$ cat src/cprr_pkg.sv
// package: register map, mode codes and carriers for the result register block
package cprr_pkg;

    localparam logic [7:0] CPRR_CONFIG_ADDR = 8'h00;
    localparam logic [7:0] CPRR_SHUNT_ADDR = 8'h01;
    localparam logic [7:0] CPRR_RAIL_ADDR = 8'h02;
    localparam logic [7:0] CPRR_WATTS_ADDR = 8'h03;
    localparam logic [7:0] CPRR_AMPS_ADDR = 8'h04;
    localparam logic [7:0] CPRR_CALIB_ADDR = 8'h05;

    localparam int CPRR_MODE_LSB = 0;
    localparam int CPRR_SIGN_BIT = 15;
    localparam int CPRR_AVG_LSB = 9;
    localparam int CPRR_SOFT_RESET_BIT = 15;
    localparam logic [15:0] CPRR_CONFIG_RESET = 16'h4127;
    localparam logic [15:0] CPRR_RESULT_RESET = 16'h0000;
    localparam logic [15:0] CPRR_CALIB_RESET = 16'h0000;
    localparam logic [15:0] CPRR_CONFIG_WMASK = 16'h0FFF;
    localparam logic [15:0] CPRR_CALIB_WMASK = 16'h7FFF;
    localparam logic [15:0] CPRR_RAIL_MASK = 16'h7FFF;
    localparam logic [15:0] CPRR_WATTS_SCALE = 16'h0019;
    localparam int CPRR_MUL_SHIFT = 11;

    typedef enum logic [2:0] {
        CPRR_MODE_OFF0 = 3'h0,
        CPRR_MODE_TRIG_SHUNT = 3'h1,
        CPRR_MODE_TRIG_RAIL = 3'h2,
        CPRR_MODE_TRIG_BOTH = 3'h3,
        CPRR_MODE_OFF4 = 3'h4,
        CPRR_MODE_CONT_SHUNT = 3'h5,
        CPRR_MODE_CONT_RAIL = 3'h6,
        CPRR_MODE_CONT_BOTH = 3'h7
    } cprr_mode_t;

    // one finished conversion from the front end
    typedef struct packed {
        logic shunt_valid;
        logic rail_valid;
        logic [15:0] shunt_drop_reading;
        logic [15:0] supply_rail_reading;
    } cprr_sample_t;

    // register access port
    typedef struct packed {
        logic wr;
        logic rd;
        logic [7:0] addr;
        logic [15:0] wdata;
    } cprr_req_t;

endpackage : cprr_pkg

$ cat src/cprr_math.sv
// combinational current and power arithmetic with overflow detection
`timescale 1ns/1ps
module cprr_math
    import cprr_pkg::*;
(
    input wire logic [15:0] shunt_i,
    input wire logic [15:0] calib_i,
    input wire logic [15:0] rail_i,
    input wire logic [15:0] amps_i,
    output logic [15:0] amps_o,
    output logic amps_ovf_o,
    output logic [15:0] watts_o,
    output logic watts_ovf_o
);
    logic signed [32:0] amps_full;
    logic signed [32:0] amps_scaled;
    logic [31:0] amps_mag;
    logic [47:0] watts_full;
    logic [47:0] watts_scaled;

    always_comb begin
        // calibration bit 15 never enters the product
        amps_full = 33'($signed(shunt_i)) * $signed({18'h0_0000, calib_i[14:0]}); // RULE11 RULE14
        amps_scaled = amps_full >>> CPRR_MUL_SHIFT;
        amps_o = amps_scaled[15:0];
        amps_ovf_o = (amps_scaled > 33'sd32767) || (amps_scaled < -33'sd32768); // RULE13
        amps_mag = amps_i[CPRR_SIGN_BIT] ? 32'(-$signed(amps_i)) : {16'h0000, amps_i};
        // power uses the magnitude so it can never read negative
        watts_full = 48'(amps_mag) * 48'(rail_i & CPRR_RAIL_MASK) * 48'(CPRR_WATTS_SCALE);
        watts_scaled = watts_full >> (CPRR_MUL_SHIFT + 4);
        watts_o = watts_scaled[15:0]; // RULE10
        watts_ovf_o = |watts_scaled[47:16]; // RULE13
    end
endmodule : cprr_math

$ cat src/cprr_result_regs.sv
// result registers, mode decode and register port of the current and power monitor
// Notes on behaviour
// RULE1: codes 000 and 100 mean shutdown
// RULE2: 001/010/011 trigger shunt, rail, both
// RULE3: 101/110/111 continuous; 111 after reset
// RULE4: shunt result at 01h, two's complement
// RULE5: shunt bit 15 is the sign
// RULE6: shunt lsb 2.5 uV, 32767 full scale
// RULE7: averaged values stored when averaging enabled
// RULE8: rail result at 02h, 1.25 mV lsb
// RULE9: rail result bit 15 reads zero
// RULE10: power at 03h, unsigned, never negative
// RULE11: current is shunt times calibration, signed
// RULE12: power recomputed after each rail sample
// RULE13: arithmetic overflow sets overflow flag
// RULE14: calibration bit 15 reads zero
// RULE15: triggered mode: one set, then idle
`timescale 1ns/1ps
module cprr_result_regs
    import cprr_pkg::*;
(
    input wire logic clk_sys_i,
    input wire logic rstn_i,
    input wire logic ce_i,
    input wire cprr_req_t req_i,
    input wire cprr_sample_t sample_i,
    output logic [15:0] rdata_o,
    output logic rvalid_o,
    output logic shunt_req_o,
    output logic rail_req_o,
    output logic [2:0] avg_sel_o,
    output logic arith_overflow_flag_o,
    output logic busy_o
);
    // ------------------------------------------------------------
    // state
    // ------------------------------------------------------------
    typedef enum logic [1:0] {ST_IDLE, ST_SHUNT, ST_RAIL, ST_CALC} cprr_seq_t;

    typedef struct packed {
        logic [15:0] config_reg;
        logic [15:0] calib_reg;
        logic [15:0] shunt_reg;
        logic [15:0] rail_reg;
        logic [15:0] amps_reg;
        logic [15:0] watts_reg;
        logic ovf_reg;
        logic trig_pend_reg;
        cprr_seq_t seq_reg;
        logic [15:0] rdata_reg;
        logic rvalid_reg;
        logic shunt_req_reg;
        logic rail_req_reg;
        logic busy_reg;
    } cprr_state_t;

    cprr_state_t st_reg;
    cprr_state_t st_next;

    logic [15:0] amps_calc;
    logic [15:0] watts_calc;
    logic amps_ovf;
    logic watts_ovf;
    logic [2:0] mode_bits;
    logic run_shunt;
    logic run_rail;
    logic continuous;
    logic power_step;
    logic soft_reset;

    // ------------------------------------------------------------
    // decode
    // ------------------------------------------------------------
    function automatic logic wants_shunt(input logic [2:0] m);
        return m[0]; // RULE2 RULE3
    endfunction : wants_shunt

    function automatic logic wants_rail(input logic [2:0] m);
        return m[1]; // RULE2 RULE3
    endfunction : wants_rail

    assign mode_bits = st_reg.config_reg[CPRR_MODE_LSB +: 3];
    // 000 and 100 select nothing, so no conversion starts
    assign run_shunt = wants_shunt(mode_bits); // RULE1
    assign run_rail = wants_rail(mode_bits); // RULE1
    assign continuous = mode_bits[2];
    // in modes that measure the rail, power is stored in the idle cycle that follows the current update
    assign power_step = (st_reg.seq_reg == ST_IDLE) && !st_reg.shunt_req_reg && run_rail;
    assign soft_reset = req_i.wr && (req_i.addr == CPRR_CONFIG_ADDR) && req_i.wdata[CPRR_SOFT_RESET_BIT];

    cprr_math u_math (
        .shunt_i(st_reg.shunt_reg),
        .calib_i(st_reg.calib_reg),
        .rail_i(st_reg.rail_reg),
        .amps_i(st_reg.amps_reg),
        .amps_o(amps_calc),
        .amps_ovf_o(amps_ovf),
        .watts_o(watts_calc),
        .watts_ovf_o(watts_ovf)
    );

    // ------------------------------------------------------------
    // next state
    // ------------------------------------------------------------
    always_comb begin
        st_next = st_reg;
        st_next.rvalid_reg = 1'b0;
        st_next.shunt_req_reg = 1'b0;
        st_next.rail_req_reg = 1'b0;

        unique case (st_reg.seq_reg)
            ST_IDLE: begin
                if ((continuous || st_reg.trig_pend_reg) && (run_shunt || run_rail)) begin // RULE15
                    st_next.trig_pend_reg = 1'b0;
                    if (run_shunt) begin
                        st_next.seq_reg = ST_SHUNT;
                        st_next.shunt_req_reg = 1'b1;
                    end else begin
                        st_next.seq_reg = ST_RAIL;
                        st_next.rail_req_reg = 1'b1;
                    end
                end
            end
            ST_SHUNT: begin
                if (sample_i.shunt_valid) begin
                    // front end delivers the averaged value already
                    st_next.shunt_reg = sample_i.shunt_drop_reading; // RULE4 RULE5 RULE6 RULE7
                    if (run_rail) begin
                        st_next.seq_reg = ST_RAIL;
                        st_next.rail_req_reg = 1'b1;
                    end else begin
                        st_next.seq_reg = ST_CALC;
                    end
                end
            end
            ST_RAIL: begin
                if (sample_i.rail_valid) begin
                    st_next.rail_reg = sample_i.supply_rail_reading & CPRR_RAIL_MASK; // RULE8 RULE9 RULE7
                    st_next.seq_reg = ST_CALC;
                end
            end
            ST_CALC: begin
                st_next.amps_reg = amps_calc; // RULE11
                st_next.ovf_reg = st_reg.ovf_reg | amps_ovf; // RULE13
                st_next.seq_reg = ST_IDLE;
            end
        endcase

        // in modes that measure the rail, power follows the freshly stored current, one cycle after it
        if (power_step) begin
            st_next.watts_reg = watts_calc; // RULE12
            st_next.ovf_reg = st_next.ovf_reg | watts_ovf; // RULE13
        end

        if (req_i.wr) begin
            unique case (req_i.addr)
                CPRR_CONFIG_ADDR: begin
                    if (req_i.wdata[CPRR_SOFT_RESET_BIT]) begin
                        st_next = '0;
                        st_next.config_reg = CPRR_CONFIG_RESET; // RULE3
                        st_next.seq_reg = ST_IDLE;
                    end else begin
                        st_next.config_reg = req_i.wdata & CPRR_CONFIG_WMASK;
                        st_next.trig_pend_reg = ~req_i.wdata[CPRR_MODE_LSB + 2]; // RULE15
                        st_next.seq_reg = ST_IDLE;
                        // an aborted sequence must not leave a start pulse behind
                        st_next.shunt_req_reg = 1'b0;
                        st_next.rail_req_reg = 1'b0;
                    end
                end
                CPRR_CALIB_ADDR: st_next.calib_reg = req_i.wdata & CPRR_CALIB_WMASK; // RULE14
                default: begin
                end
            endcase
        end

        if (req_i.rd) begin
            st_next.rvalid_reg = 1'b1;
            unique case (req_i.addr)
                CPRR_CONFIG_ADDR: st_next.rdata_reg = st_reg.config_reg;
                CPRR_SHUNT_ADDR: st_next.rdata_reg = st_reg.shunt_reg; // RULE4
                CPRR_RAIL_ADDR: st_next.rdata_reg = st_reg.rail_reg; // RULE9
                CPRR_WATTS_ADDR: st_next.rdata_reg = st_reg.watts_reg; // RULE10
                CPRR_AMPS_ADDR: st_next.rdata_reg = st_reg.amps_reg;
                CPRR_CALIB_ADDR: st_next.rdata_reg = st_reg.calib_reg; // RULE14
                default: st_next.rdata_reg = CPRR_RESULT_RESET;
            endcase
        end

        // registered, so busy_o needs no decode after the flip-flops
        st_next.busy_reg = (st_next.seq_reg != ST_IDLE);
    end

    // ------------------------------------------------------------
    // registers
    // ------------------------------------------------------------
    always_ff @(posedge clk_sys_i or negedge rstn_i) begin
        if (!rstn_i) begin
            st_reg <= '0;
            st_reg.config_reg <= CPRR_CONFIG_RESET; // RULE3
            st_reg.calib_reg <= CPRR_CALIB_RESET;
            st_reg.seq_reg <= ST_IDLE;
        end else if (ce_i) begin
            st_reg <= st_next;
        end
    end

    // ------------------------------------------------------------
    // outputs
    // ------------------------------------------------------------
    assign rdata_o = st_reg.rdata_reg;
    assign rvalid_o = st_reg.rvalid_reg;
    assign shunt_req_o = st_reg.shunt_req_reg;
    assign rail_req_o = st_reg.rail_req_reg;
    assign avg_sel_o = st_reg.config_reg[CPRR_AVG_LSB +: 3];
    assign arith_overflow_flag_o = st_reg.ovf_reg;
    assign busy_o = st_reg.busy_reg;
endmodule : cprr_result_regs

$ cat config.mk
export PLATFORM = sky130hd
export DESIGN_NAME = cprr_result_regs
export DESIGN_NICKNAME = d
export VERILOG_FILES = /design/src/cprr_pkg.sv /design/src/cprr_math.sv /design/src/cprr_result_regs.sv
export SDC_FILE = /design/constraint.sdc
export NUM_CORES = 2
export LEC_CHECK = 0
export BUFFER_PORTS_ARGS = -buffer_cell sky130_fd_sc_hd__buf_2
export CAP_MARGIN = 20
export CORE_MARGIN = 10
export CORE_UTILIZATION = 30
export DETAILED_ROUTE_END_ITERATION = 8
export HOLD_SLACK_MARGIN = 0.02
export PLACE_DENSITY = 0.53
export SYNTH_ARGS = -nofsm -noshare
export SYNTH_HDL_FRONTEND = slang
export SYNTH_SLANG_ARGS = --single-unit
$ cat constraint.sdc
create_clock -name clk_sys_i -period 24 [get_ports clk_sys_i]
set_input_delay 1.2 -clock clk_sys_i [delete_from_list [all_inputs] [get_ports clk_sys_i]]
set_output_delay 1.2 -clock clk_sys_i [all_outputs]
set_load 0.02 [all_outputs]
==> impl_results.rst <==
.. list-table::
   :header-rows: 1

   * - Metric
     - Value
   * - Result of the run
     - finished clean
   * - Classification of the worst-slack hold path
     - reg2reg
   * - Max Transition Viols Final
     - 0
   * - Worst endpoint data arrival time
     - 13.52 ns
   * - Routed WL
     - 82970 um
   * - Fraction of layout instances using a drive strength above 1
     - between 5 and 6%
   * - Pin slew with the least headroom to its limit
     - 1.118 ns
   * - Simple-gate portion of the synthesized area
     - 13.60%
   * - Number of fill cells in the layout
     - 11340
   * - Final hold violations
     - 0
   * - Number of hold-repair buffers added at the cts stage
     - 0
   * - Vias per inst
     - 4.603
   * - Sort of element at the end of the critical path
     - register
   * - Parity-gate share of the synthesized area counting xor and xnor cells
     - 2.907%
   * - Count of flip-flops with a built-in enable after synthesis
     - 0
   * - Share of flip-flops with an asynchronous set or reset
     - 100.0%
   * - Number of placement rows
     - 120
   * - Grt met2 use
     - 22.17%
   * - Wirelength per Cell
     - 16.16 um
   * - Number of nets in the layout
     - ~4800
   * - Number of maximum-capacitance constraint violations
     - 0
   * - Setup repair after global routing missed its margin
     - no
   * - Area added between synthesis and finish
     - 10.21%
   * - Met3 Resource Use GR
     - about 2.3%
   * - Share of the synthesized area in compound gates (AO/OA/AOI/OAI)
     - 9.680%
   * - Initial Util
     - 30.35%
   * - Cells after synthesis
     - 3498
   * - Count of cells along the worst register-to-register path
     - 43
   * - Buffer depth of the longest clock path
     - 2
   * - Die Span X
     - 349.8 um
   * - Startpoint of the worst hold path
     - st_reg[118]$_DFFE_PN1P_
   * - Synth warnings
     - 0
   * - Highest-utilization routing layer at the global route stage
     - met2
   * - Multiplexer area fraction after synthesis
     - 0.6711%
   * - Final weighted congestion in routability-driven placement
     - 0.8340
   * - First-pass GRT wire length
     - ~140000 um
   * - Clock transition at path regs
     - 0.07 ns
   * - Insertion delay to the later sink of the worst-skew pair
     - 0.45 ns
   * - Kind of critical path
     - reg2reg
   * - End point of the most critical hold path
     - st_reg[118]$_DFFE_PN1P_
   * - Reg-to-reg setup timing slack
     - about 11 ns
   * - Initial antenna violation count
     - 9
   * - Antenna Nets Post-Route
     - 0
   * - Capture instance of the worst register-to-register path
     - arith_overflow_flag_o$_DFFE_PN0P_
   * - Core region area
     - 107500 um^2
   * - Count of routing violations after the opening detailed-route iteration
     - ~1200
   * - GRT Overall Usage
     - approximately 14%
   * - Delay of the slowest cell on the worst path
     - ~0.84 ns
   * - Remaining design rule violation count
     - 0
   * - Height of the die
     - around 350 um
   * - Inserted Clock Buffers
     - 17
   * - Post-synthesis cell type with the largest combined area
     - sky130_fd_sc_hd__fa_1
   * - TritonCTS clock tree
     - yes
   * - Aggregate negative setup slack
     - 0 ns
   * - Number of endpoints failing setup at the final stage
     - 0
   * - Clock Skews
     - between 0.01 and 0.015 ns
   * - Number of distinct library cells after synthesis
     - 80
   * - Main combinational cell family by area after synthesis
     - adder cells
   * - # H-tree levels
     - 4
   * - DPL Wire Length
     - a little under 70000 um
   * - Worst-case headroom to the max-slew limit
     - 25.38%
   * - Final critical-path required period
     - 13.21 ns
   * - Top cells by instance count after synthesis
     - sky130_fd_sc_hd__inv_1 (749), sky130_fd_sc_hd__fa_1 (674), sky130_fd_sc_hd__nand2_1 (394)
   * - Number of flip-flops under the largest register name
     - 89
   * - Root Buffer Master
     - sky130_fd_sc_hd__clkbuf_16
   * - Worst-path cell with the longest stage delay
     - sky130_fd_sc_hd__xor2_2
   * - Dominant synthesized flop cell
     - sky130_fd_sc_hd__dfrtp_1
   * - Beginning of the worst register-to-register path
     - st_reg[43]$_DFFE_PN0P_
   * - Global-route track usage on met1
     - between 20% and 30%
   * - Remaining global-route overflow
     - 0
   * - Synth Area per Inst
     - 9.327 um^2
   * - Top cells by area, synth
     - sky130_fd_sc_hd__fa_1 (41%), sky130_fd_sc_hd__ha_1 (12%), sky130_fd_sc_hd__inv_1 (8.6%), sky130_fd_sc_hd__dfrtp_1 (8.4%), sky130_fd_sc_hd__and2_1 (4.7%)
   * - Final worst-path cycle share
     - approximately 55%
   * - Post-cts sizing count
     - 0
   * - Most repeated cell in the gate-level netlist after synthesis
     - sky130_fd_sc_hd__inv_1
   * - Number of buffers added for setup after CTS
     - 0
   * - Highest clock frequency the design can meet
     - 75.71 MHz
   * - I/O pin cnt
     - between 80 and 90
   * - Maximum number of pins on one net before global-route repair
     - 60
   * - Vias in the first global route
     - around 25000
   * - Number of sinks on the clock net
     - 116
   * - Routed via count
     - 23630
   * - Critical path data required time
     - 24.32 ns
   * - Hold Crit Depth
     - 2
   * - Part of the Yosys area used for sequential elements
     - 8.920%
   * - DR pass1 iterations
     - 7
   * - Adder-cell share of the synthesized area
     - between 50% and 60%
   * - Worst Setup Start Kind
     - register
   * - Flops & latches, synth
     - 116
   * - Largest fanout on the critical path
     - 15
   * - Quantity of I/O buffers inserted on ports
     - 85
   * - Die Outline Area
     - about 120000 um^2
   * - Top cell type's share of synthesized area
     - 41.36%
   * - Synthesized area
     - 32630 um^2
## cell families after synthesis
kind of cell,Yosys count
compound gates,456
simple gates,906
other cells,2
fa+ha+maj,994
flops,116
buf+inv,899
mux,20
xor+xnor,105
## cell type report
type                            instances  area [um^2]  area share, %
Multi-Input combinational cell       2721        27270          75.84
Sequential cell                       116         2910          8.094
Inverter                              749         2811          7.819
Tap cell                             1403         1755          4.882
Timing Repair Buffer                  110        630.6          1.754
Clock buffer                           17        425.4          1.183
Clock inverter                         15        145.1         0.4037
Antenna cell                            3        7.507        0.02088
## worst max path at each step
stage,start,to,slack (ns),cells after the start
after detailed placement,st_reg[43]$_DFFE_PN0P_,arith_overflow_flag_o$_DFFE_PN0P_,10.70,43
after global placement,st_reg[43]$_DFFE_PN0P_,arith_overflow_flag_o$_DFFE_PN0P_,10.77,43
after floorplan,st_reg[43]$_DFFE_PN0P_,arith_overflow_flag_o$_DFFE_PN0P_,12.85,46
after global routing,st_reg[43]$_DFFE_PN0P_,arith_overflow_flag_o$_DFFE_PN0P_,9.74,43
final,st_reg[43]$_DFFE_PN0P_,arith_overflow_flag_o$_DFFE_PN0P_,10.79,43
after CTS,st_reg[43]$_DFFE_PN0P_,arith_overflow_flag_o$_DFFE_PN0P_,10.68,43
## layer usage
layer  wire length [um]  up-vias  share of wire [%]
met3               4855       46                5.9
met5                 41        -              0.049
met2              37160      447                 45
met1              40170    12050                 48
li1                   -    11080                  -
met4                746        6               0.90
## stage by stage
step / utilization, % / worst slack, ns / cells / hold slack (ns) / instance area, um^2
after CTS: 33.41 / 10.68 / 5128 / 0.4591 / 35910
after floorplan: - / 12.85 / 3736 / 0.4348 / 33520
final: 33.45 / 10.79 / 5134 / 0.4570 / 35950
after detailed placement: 32.88 / 10.70 / 5096 / 0.4497 / 35340
after global routing: 33.44 / 9.735 / 5131 / 0.4694 / 35950
after global placement: 32.88 / 10.77 / 5096 / 0.4499 / 35340
## layout by cell type (no fill, tap or decap), types with 6 or more instances in the layout
cell type and count:
sky130_fd_sc_hd__a221oi_1 8, sky130_fd_sc_hd__buf_2 84, sky130_fd_sc_hd__conb_1 240, sky130_fd_sc_hd__or3_1 7
sky130_fd_sc_hd__a22oi_1 7, sky130_fd_sc_hd__nand3_1 51, sky130_fd_sc_hd__dfstp_2 6, sky130_fd_sc_hd__nor2b_1 26
sky130_fd_sc_hd__nor3_1 27, sky130_fd_sc_hd__a31oi_1 8, sky130_fd_sc_hd__nand4_1 22, sky130_fd_sc_hd__a21o_1 38
sky130_fd_sc_hd__nand2b_1 17, sky130_fd_sc_hd__o211ai_1 12, sky130_fd_sc_hd__o21a_1 12, sky130_fd_sc_hd__and3_1 9
sky130_fd_sc_hd__clkbuf_16 17, sky130_fd_sc_hd__buf_4 23, sky130_fd_sc_hd__xor2_1 39, sky130_fd_sc_hd__inv_6 6
sky130_fd_sc_hd__a22o_1 66, sky130_fd_sc_hd__o22ai_1 7, sky130_fd_sc_hd__o21ai_0 92, sky130_fd_sc_hd__o21bai_1 8
sky130_fd_sc_hd__fa_1 674, sky130_fd_sc_hd__nand2_1 394, sky130_fd_sc_hd__dfrtp_1 110, sky130_fd_sc_hd__and2_1 246
sky130_fd_sc_hd__inv_1 749, sky130_fd_sc_hd__xnor2_1 52, sky130_fd_sc_hd__a222oi_1 7, sky130_fd_sc_hd__xnor2_2 10
sky130_fd_sc_hd__mux2_2 15, sky130_fd_sc_hd__a211o_1 7, sky130_fd_sc_hd__nor2_1 73, sky130_fd_sc_hd__ha_1 320
sky130_fd_sc_hd__a21oi_1 115, sky130_fd_sc_hd__nand3b_1 10
## critical path, delay by kind of cell, from the launching register on
kind                     cells  cell delay, ns
buffers and inverters        7            0.47
AO/OA/AOI/OAI               12            3.53
flip-flops                   1            0.47
AND/OR/NAND/NOR             11            2.64
adder cells (fa/ha/maj)     11            4.80
XOR/XNOR                     2            1.15
Power is left out: the tool's default activity adds up to more than one toggle a clock period on the data nets, which glitch-free logic cannot reach.
